**src/ppp_pkg.sv**
```systemverilog
/*
  Constants, timing figures and the acknowledge state type for the parallel
  character port. Assumes a single 25 MHz printer logic clock.
*/
package ppp_pkg;
  // ==========================================================================
  // Clock and timing
  localparam int CLK_NS = 40;
  localparam int STB_MIN_NS = 500;
  localparam int STB_GAP_NS = 10500;
  localparam int STB_GAP_CYC = (STB_GAP_NS + CLK_NS - 1) / CLK_NS;
  localparam int ACK_DLY_NS = 1000;
  localparam int ACK_W_NS = 2000;
  localparam int ACK_DLY_CYC = (ACK_DLY_NS + CLK_NS - 1) / CLK_NS;
  localparam int ACK_W_CYC = (ACK_W_NS + CLK_NS - 1) / CLK_NS;
  localparam int TMR_W = 16;
  localparam int GAP_W = 9;

  // ==========================================================================
  // Character and FIFO layout
  localparam int DATA_W = 8;
  localparam int BIT_CLS_LO = 6;
  localparam int BIT_CLS_HI = 7;
  localparam int FIFO_DEPTH = 256;
  localparam int PTR_W = 8;
  localparam int CNT_W = 9;
  localparam logic [CNT_W-1:0] CNT_FULL = 9'h100;
  localparam logic [CNT_W-1:0] CNT_LOW_MARK = 9'h079;

  // ==========================================================================
  // Acknowledge sequencer
  typedef enum logic [1:0] {
    ACK_IDLE = 2'b00,
    ACK_WAIT = 2'b01,
    ACK_LOW  = 2'b10
  } ppp_ack_t;
endpackage

```
**src/ppp_sync.sv**
```systemverilog
/*
  Two-flop synchroniser for a bus of asynchronous pin levels.
  Assumes the bits are quasi-static or sampled as a group by a qualifying strobe.
*/
`timescale 1ns/1ps
module ppp_sync #(
  parameter int W = 1,
  parameter logic [W-1:0] RST = '0
) (
  // Clock and reset
  input wire logic clk,
  input wire logic arst_n,
  // Levels
  input wire logic [W-1:0] d,
  output logic [W-1:0] q
);
  logic [W-1:0] meta_ff;
  logic [W-1:0] q_ff;

  // ==========================================================================
  // Stages
  always_ff @(posedge clk or negedge arst_n) begin
    if (!arst_n) begin
      meta_ff <= RST;
      q_ff <= RST;
    end else begin
      meta_ff <= d;
      q_ff <= meta_ff;
    end
  end

  assign q = q_ff;
endmodule

```
**src/ppp_port.sv**
```systemverilog
/*
  Strobed 8-bit parallel character input port with busy, acknowledge and
  status outputs, a 256-character FIFO and printable/control classing.
  Assumes the printer mechanism drains the FIFO on the read side and reports
  paper, online, fault, encoder and reset-button levels on the printer clock.
*/
`timescale 1ns/1ps
module ppp_port #(
  parameter int ACK_DLY = ppp_pkg::ACK_DLY_CYC,
  parameter int ACK_W = ppp_pkg::ACK_W_CYC
) (
  // Clock and reset
  input wire logic clk,
  input wire logic arst_n,
  // Host pins
  input wire logic strobe_n,
  input wire logic [ppp_pkg::DATA_W-1:0] data_in,
  input wire logic remote_motion_stop_n,
  output logic ack_n,
  output logic busy,
  output logic paper_out_flag,
  output logic online_select,
  output logic fault_n,
  // Printer status inputs
  input wire logic paper_out,
  input wire logic online,
  input wire logic fault,
  input wire logic encoder_error,
  input wire logic reset_button,
  input wire logic feed_active,
  // Motion control
  output logic motion_abort,
  // FIFO read side
  input wire logic rd_ready,
  output logic rd_valid,
  output logic [ppp_pkg::DATA_W-1:0] rd_data,
  output logic rd_printable,
  output logic rd_control,
  output logic [ppp_pkg::CNT_W-1:0] fill_count
);
  import ppp_pkg::*;

  // ==========================================================================
  // Pin synchronisers
  logic stb_s;
  logic rms_s;
  logic [DATA_W-1:0] dat_s;

  ppp_sync #(.W(2), .RST(2'h3)) u_sync_ctl (
    .clk(clk),
    .arst_n(arst_n),
    .d({strobe_n, remote_motion_stop_n}),
    .q({stb_s, rms_s})
  );

  // Data passes the same two stages as the strobe so it stays aligned to it.
  ppp_sync #(.W(DATA_W), .RST(8'h00)) u_sync_dat (
    .clk(clk),
    .arst_n(arst_n),
    .d(data_in),
    .q(dat_s)
  );

  // ==========================================================================
  // Strobe edge and spacing
  logic stb_prev_ff;
  logic nxt_stb_prev;
  logic [GAP_W-1:0] gap_ff;
  logic [GAP_W-1:0] nxt_gap;
  logic stb_trail;
  logic gap_ok;
  logic accept;

  localparam logic [GAP_W-1:0] GAP_SAT = GAP_W'(STB_GAP_CYC);

  assign stb_trail = stb_s & ~stb_prev_ff;
  assign gap_ok = (gap_ff >= GAP_SAT);

  // ==========================================================================
  // Acknowledge sequencer and busy causes
  ppp_ack_t ack_st_ff;
  ppp_ack_t nxt_ack_st;
  logic [TMR_W-1:0] tmr_ff;
  logic [TMR_W-1:0] nxt_tmr;
  logic ack_n_ff;
  logic nxt_ack_n;
  logic full_busy_ff;
  logic nxt_full_busy;
  logic err_busy_ff;
  logic nxt_err_busy;
  logic off_busy_ff;
  logic nxt_off_busy;
  logic busy_ff;
  logic nxt_busy;

  // ==========================================================================
  // FIFO state
  logic [DATA_W-1:0] mem_ff [FIFO_DEPTH];
  logic [PTR_W-1:0] wr_ptr_ff;
  logic [PTR_W-1:0] nxt_wr_ptr;
  logic [PTR_W-1:0] rd_ptr_ff;
  logic [PTR_W-1:0] nxt_rd_ptr;
  logic [CNT_W-1:0] cnt_ff;
  logic [CNT_W-1:0] nxt_cnt;
  logic do_rd;

  // An offline or error busy strobe is only taken when far enough from the last one;
  // a full FIFO, or full-busy held down to the low mark, refuses outright.
  assign accept = stb_trail && (ack_st_ff == ACK_IDLE) && (cnt_ff != CNT_FULL)
                  && !full_busy_ff && (!busy_ff || gap_ok);
  assign do_rd = rd_valid && rd_ready;

  always_comb begin
    nxt_stb_prev = stb_s;
    nxt_gap = gap_ff;
    if (accept) begin
      nxt_gap = '0;
    end else if (!gap_ok) begin
      nxt_gap = gap_ff + GAP_W'(1);
    end
  end

  always_comb begin
    nxt_ack_st = ack_st_ff;
    nxt_tmr = tmr_ff;
    nxt_ack_n = 1'b1;
    unique case (ack_st_ff)
      ACK_IDLE: begin
        if (accept) begin
          nxt_ack_st = ACK_WAIT;
          nxt_tmr = TMR_W'(ACK_DLY);
        end
      end
      ACK_WAIT: begin
        if (tmr_ff <= TMR_W'(1)) begin
          nxt_ack_st = ACK_LOW;
          nxt_tmr = TMR_W'(ACK_W);
          nxt_ack_n = 1'b0;
        end else begin
          nxt_tmr = tmr_ff - TMR_W'(1);
        end
      end
      ACK_LOW: begin
        if (tmr_ff <= TMR_W'(1)) begin
          nxt_ack_st = ACK_IDLE;
        end else begin
          nxt_tmr = tmr_ff - TMR_W'(1);
          nxt_ack_n = 1'b0;
        end
      end
      default: begin
        nxt_ack_st = ACK_IDLE;
      end
    endcase
  end

  always_comb begin
    nxt_wr_ptr = wr_ptr_ff;
    nxt_rd_ptr = rd_ptr_ff;
    nxt_cnt = cnt_ff;
    if (accept) begin
      nxt_wr_ptr = wr_ptr_ff + PTR_W'(1);
    end
    if (do_rd) begin
      nxt_rd_ptr = rd_ptr_ff + PTR_W'(1);
    end
    if (accept && !do_rd) begin
      nxt_cnt = cnt_ff + CNT_W'(1);
    end else if (!accept && do_rd) begin
      nxt_cnt = cnt_ff - CNT_W'(1);
    end
  end

  always_comb begin
    if (full_busy_ff) begin
      nxt_full_busy = (nxt_cnt > CNT_LOW_MARK);
    end else begin
      nxt_full_busy = (nxt_cnt == CNT_FULL);
    end
    // A new error in the same cycle as the button press keeps busy set.
    if (encoder_error || paper_out) begin
      nxt_err_busy = 1'b1;
    end else if (reset_button) begin
      nxt_err_busy = 1'b0;
    end else begin
      nxt_err_busy = err_busy_ff;
    end
    nxt_off_busy = !online;
    nxt_busy = nxt_full_busy || nxt_err_busy || nxt_off_busy;
  end

  // ==========================================================================
  // Registers
  always_ff @(posedge clk or negedge arst_n) begin
    if (!arst_n) begin
      stb_prev_ff <= 1'b1;
      gap_ff <= GAP_SAT;
      ack_st_ff <= ACK_IDLE;
      tmr_ff <= '0;
      ack_n_ff <= 1'b1;
      wr_ptr_ff <= '0;
      rd_ptr_ff <= '0;
      cnt_ff <= '0;
      full_busy_ff <= 1'b0;
      err_busy_ff <= 1'b0;
      off_busy_ff <= 1'b1;
      busy_ff <= 1'b1;
    end else begin
      stb_prev_ff <= nxt_stb_prev;
      gap_ff <= nxt_gap;
      ack_st_ff <= nxt_ack_st;
      tmr_ff <= nxt_tmr;
      ack_n_ff <= nxt_ack_n;
      wr_ptr_ff <= nxt_wr_ptr;
      rd_ptr_ff <= nxt_rd_ptr;
      cnt_ff <= nxt_cnt;
      full_busy_ff <= nxt_full_busy;
      err_busy_ff <= nxt_err_busy;
      off_busy_ff <= nxt_off_busy;
      busy_ff <= nxt_busy;
    end
  end

  // Storage has no reset; reads are gated by the count, so old contents
  // are never presented with rd_valid high.
  always_ff @(posedge clk) begin
    if (accept) begin
      mem_ff[wr_ptr_ff] <= dat_s;
    end
  end

  // ==========================================================================
  // Status pins
  logic po_ff;
  logic nxt_po;
  logic sel_ff;
  logic nxt_sel;
  logic flt_n_ff;
  logic nxt_flt_n;
  logic abort_ff;
  logic nxt_abort;

  always_comb begin
    nxt_po = paper_out;
    nxt_sel = online;
    nxt_flt_n = !fault;
    nxt_abort = feed_active && !rms_s;
  end

  always_ff @(posedge clk or negedge arst_n) begin
    if (!arst_n) begin
      po_ff <= 1'b0;
      sel_ff <= 1'b0;
      flt_n_ff <= 1'b1;
      abort_ff <= 1'b0;
    end else begin
      po_ff <= nxt_po;
      sel_ff <= nxt_sel;
      flt_n_ff <= nxt_flt_n;
      abort_ff <= nxt_abort;
    end
  end

  // ==========================================================================
  // Outputs
  assign ack_n = ack_n_ff;
  assign busy = busy_ff;
  assign paper_out_flag = po_ff;
  assign online_select = sel_ff;
  assign fault_n = flt_n_ff;
  assign motion_abort = abort_ff;
  assign rd_valid = (cnt_ff != '0);
  assign rd_data = mem_ff[rd_ptr_ff];
  assign rd_printable = rd_data[BIT_CLS_LO] || rd_data[BIT_CLS_HI];
  assign rd_control = !rd_printable;
  assign fill_count = cnt_ff;
endmodule

```
**config.mk**
```make
export PLATFORM = sky130hd
export DESIGN_NAME = ppp_port
export DESIGN_NICKNAME = d
export VERILOG_FILES = /design/src/ppp_pkg.sv /design/src/ppp_sync.sv /design/src/ppp_port.sv
export SDC_FILE = /design/constraint.sdc
export NUM_CORES = 2
export LEC_CHECK = 0
export BUFFER_PORTS_ARGS = -buffer_cell sky130_fd_sc_hd__buf_4
export CAP_MARGIN = 30
export CORE_MARGIN = 1
export CORE_UTILIZATION = 63
export CTS_CLUSTER_DIAMETER = 200
export CTS_CLUSTER_SIZE = 40
export DETAILED_ROUTE_END_ITERATION = 8
export PLACE_DENSITY = 0.81
export SYNTH_ARGS = -nofsm -noshare
export SYNTH_HDL_FRONTEND = slang
export SYNTH_SLANG_ARGS = --single-unit
```
**constraint.sdc**
```tcl
create_clock -name clk -period 5.7 [get_ports clk]
set_input_delay 0 -clock clk [delete_from_list [all_inputs] [get_ports clk]]
set_output_delay 0 -clock clk [all_outputs]
set_load 0.05 [all_outputs]
```
==> flow_summary.toml <==
[critical_path]
path_buf_inv = 2
crit_path_frequent_cell = "mux4_2"
worstSetupPathType = "reg -> out"
r2r-start = "ack_st_ff[0]$_DFFE_PN0P_"
worst_ep_arrival_time_ns = 5.04
path_cells = "buf_4, mux4_2, mux4_2, mux4_2, a22oi_1, nand2_1, buf_4"
cp_top_family = "multiplexers"
crit_required_ns = 5.70
end_kind = "output pin"
cpPeakStageDelay_ns = 0.71
critPathMaxFanout = 36
rr_endpoint = "mem_ff[244][5]$_DFFE_PP_"
worst_setup_path_start_kind = "flip-flop"
slowest_stage = "dfrtp_4"
reg2reg_slack_ns = 1.58
rr_worst_depth = 8

[finish]
area_growth_pct = 5.97
seq_area_mm2 = 0.0636
nets = 3683
final_area_mm2 = 0.0875
multi_input_area_mm2 = 0.0182
n_antenna_cell = 0
layout-drive-gt1-share_pct = 25.2
fillCellCount = 7671

[placement]
dpl-instance-area_mm2 = 0.0854
dp.final_hpwl_mm = 112
gp_congestion = 0.844
port_buffers = 44
pre_cts_ws_ns = 1.57

[die]
core_region_area_mm2 = 0.130
initial_core_util_pct = 63.6
core.rowCount = 132
pin_count = 45
dieWidth_um = 364
dieHeight_um = 364
dieArea_mm2 = 0.132

[yosys]
synth.avg_cell_area_um2 = 22.9
netlist_area_mm2 = 0.0826
yosysWarnings = 0
yosys_most_used_dff = "edfxtp_1"
syn_nets = 3642
async_flop_share_pct = 3.80
ys_seq_elements = 2129
synth_cell_types = 62
ys_seq_area_share_pct = 77.0
synth-edff-count = 2048
netlist_instances = 3607

[cts]
cts_sinks = 2129
root_buffer = "clkbuf_16"
htree_levels = 2
clk_pin_slew_ns = 0.14
postCtsSetupBuffers = 0
cts_buffers = 59
clock_path_buffers = 3
clk_latency_ns = 0.77
cts_tree = "yes"

[global_route]
grt_pass1_wl_mm = 273
grt.overflow.total = 0
antenna_found_initial = 5
grt_pass1_vias = 38500
grt_use_total_pct = 29.2
grt_max_degree = 225

[drt]
firstDrtPassIters = 6
wire_per_inst_um = 34.9
route.detailed.drc = 0
ant_nets = 0
routed_wl_mm = 189
viasPerCell = 7.13
drt_iter0_drc = 5846
vias = 38600

[pwr]
pwr_density_cell_mw_per_mm2 = 414
ir_worst_vdd_mv = 0.526
leakage_nw = 26.3

[run_status]
status = "complete, no violations"

[sta]
tns_ns = 0
finalMaxSlewViolations = 0
period_minus_slack_ns = 5.04
hold_violations = 0
worst_pin_slew_ns = 1.10
fmax_ghz = 0.198
fin_ws_ns = 0.660
period_share_pct = 88.4
rsz0062_at_grt = "no"
maxSlewHeadroom_pct = 26.4
setup-violations-final = 0
finalClockSkew_ns = 0.0503

[run]
max_cap_violations = 0

[hold_path]
hold_class = "in -> reg"
hp-start = "online"
whs_endpoint = "busy$_DFF_PN1_"
min_delay_path_depth = 4
## cells by family after synthesis
family | Yosys count | synth area share (%)
adder cells (fa/ha/maj) | 17 | 0.255
flip-flops | 2129 | 77.0
AND/OR/NAND/NOR | 447 | 2.32
AO/OA/AOI/OAI | 79 | 0.690
buffers and inverters | 218 | 1.08
XOR/XNOR | 40 | 0.424
multiplexers | 677 | 18.3
## cells in the final DEF, fill, tap and decap left out, types with 23 or more instances in the layout
cell | synthesis | routed
edfxtp_1 | 2048 | 2048
mux4_2 | 663 | 663
nor2_1 | 303 | 303
buf_4 | 1 | 108
clkbuf_16 | 0 | 60
dfrtp_1 | 69 | 55
nand2_1 | 45 | 45
dlygate4sd3_1 | 0 | 36
xnor2_1 | 28 | 28
clkbuf_1 | 119 | 23
## power by group
| group | switching, W | internal, W |
|---|---|---|
| Sequential | 0.000560 | 0.0173 |
| Combinational | 0.00637 | 0.00573 |
| Clock | 0.00427 | 0.00199 |
## tightest hold or removal path: cells and delay by family
family                 cells  cell delay [ns]
AOI/OAI and AO/OA          1             0.08
buffers and inverters      3             0.73
## synthesized netlist by cell type (14+ instances only)
master / count / area [um^2]
edfxtp_1: 2048 / 61500
mux4_2: 663 / 14900
nor2_1: 303 / 1140
clkbuf_1: 119 / 447
dfrtp_1: 69 / 1730
buf_2: 52 / 260
nand2_1: 45 / 169
buf_1: 31 / 116
xnor2_1: 28 / 245
nand3_1: 24 / 120
o21ai_0: 20 / 100
a22oi_1: 19 / 143
ha_1: 16 / 200
a21oi_1: 15 / 75.1
inv_1: 14 / 52.6
nor2b_1: 14 / 87.6
## per-stage QoR
| stage | hold slack [ns] | power, W | instances | util [%] |
|---|---|---|---|---|
| 5_1_grt | 0.0691 | 0.0371 | 5415 | 67.4 |
| 2_1_floorplan | -0.296 | 0.0264 | 3607 | - |
| 3_5_place_dp | -0.128 | 0.0302 | 5287 | 65.8 |
| 4_1_cts | 0.0317 | 0.0362 | 5409 | 67.3 |
| 3_3_place_gp | -0.134 | 0.0299 | 5266 | 65.6 |
| 6_report | 0.0824 | 0.0362 | 5415 | 67.4 |
## area by class of cell
class	instances	share of cell area, %
clock buffer	83	1.81
clock inverter	3	0.0629
inverter	14	0.0601
multi-input combinational	1260	20.8
sequential	2129	72.7
tap	1742	2.49
timing repair buffer	184	2.10
## per-layer routing
metal / vias up / track usage, % / part of all wire, %
li1: 15100 / - / -
met1: 20500 / 41.1 / 35
met2: 2639 / 47.4 / 50
met3: 383 / 5.78 / 11
met4: 12 / 8.24 / 3.4
met5: - / 0 / 0.048
## repair_timing
item | in CTS | in global routing
gates resized for setup | 0 | 0
hold buffers | 36 | 0
endpoints found under the hold margin | 99 | 0
## sequential cells by signal (all words and copies together), names as in the netlist, 2 cells and up
name	cells
mem_ff	2048
tmr_ff	16
fill_count	9
gap_ff	9
rd_ptr_ff	8
u_sync_dat.meta_ff	8
u_sync_dat.q	8
wr_ptr_ff	8
ack_st_ff	2
u_sync_ctl.meta_ff	2
u_sync_ctl.q	2
## worst max-delay path by stage
stage	depth (start not counted)	slack, ns	end	start
finish	7	0.66	rd_data[4]	rd_ptr_ff[0]$_DFFE_PN0P_
global route	7	0.57	rd_data[2]	rd_ptr_ff[0]$_DFFE_PN0P_
CTS	9	0.76	rd_printable	rd_ptr_ff[0]$_DFFE_PN0P_
detailed placement	8	1.57	mem_ff[149][5]$_DFFE_PP_	ack_st_ff[0]$_DFFE_PN0P_
global placement	7	1.66	rd_data[4]	rd_ptr_ff[0]$_DFFE_PN0P_
floorplan	0	1.73	mem_ff[0][0]$_DFFE_PP_	u_sync_dat.q[0]$_DFF_PN0_
No activity file was read; power rests on OpenSTA's default activity.
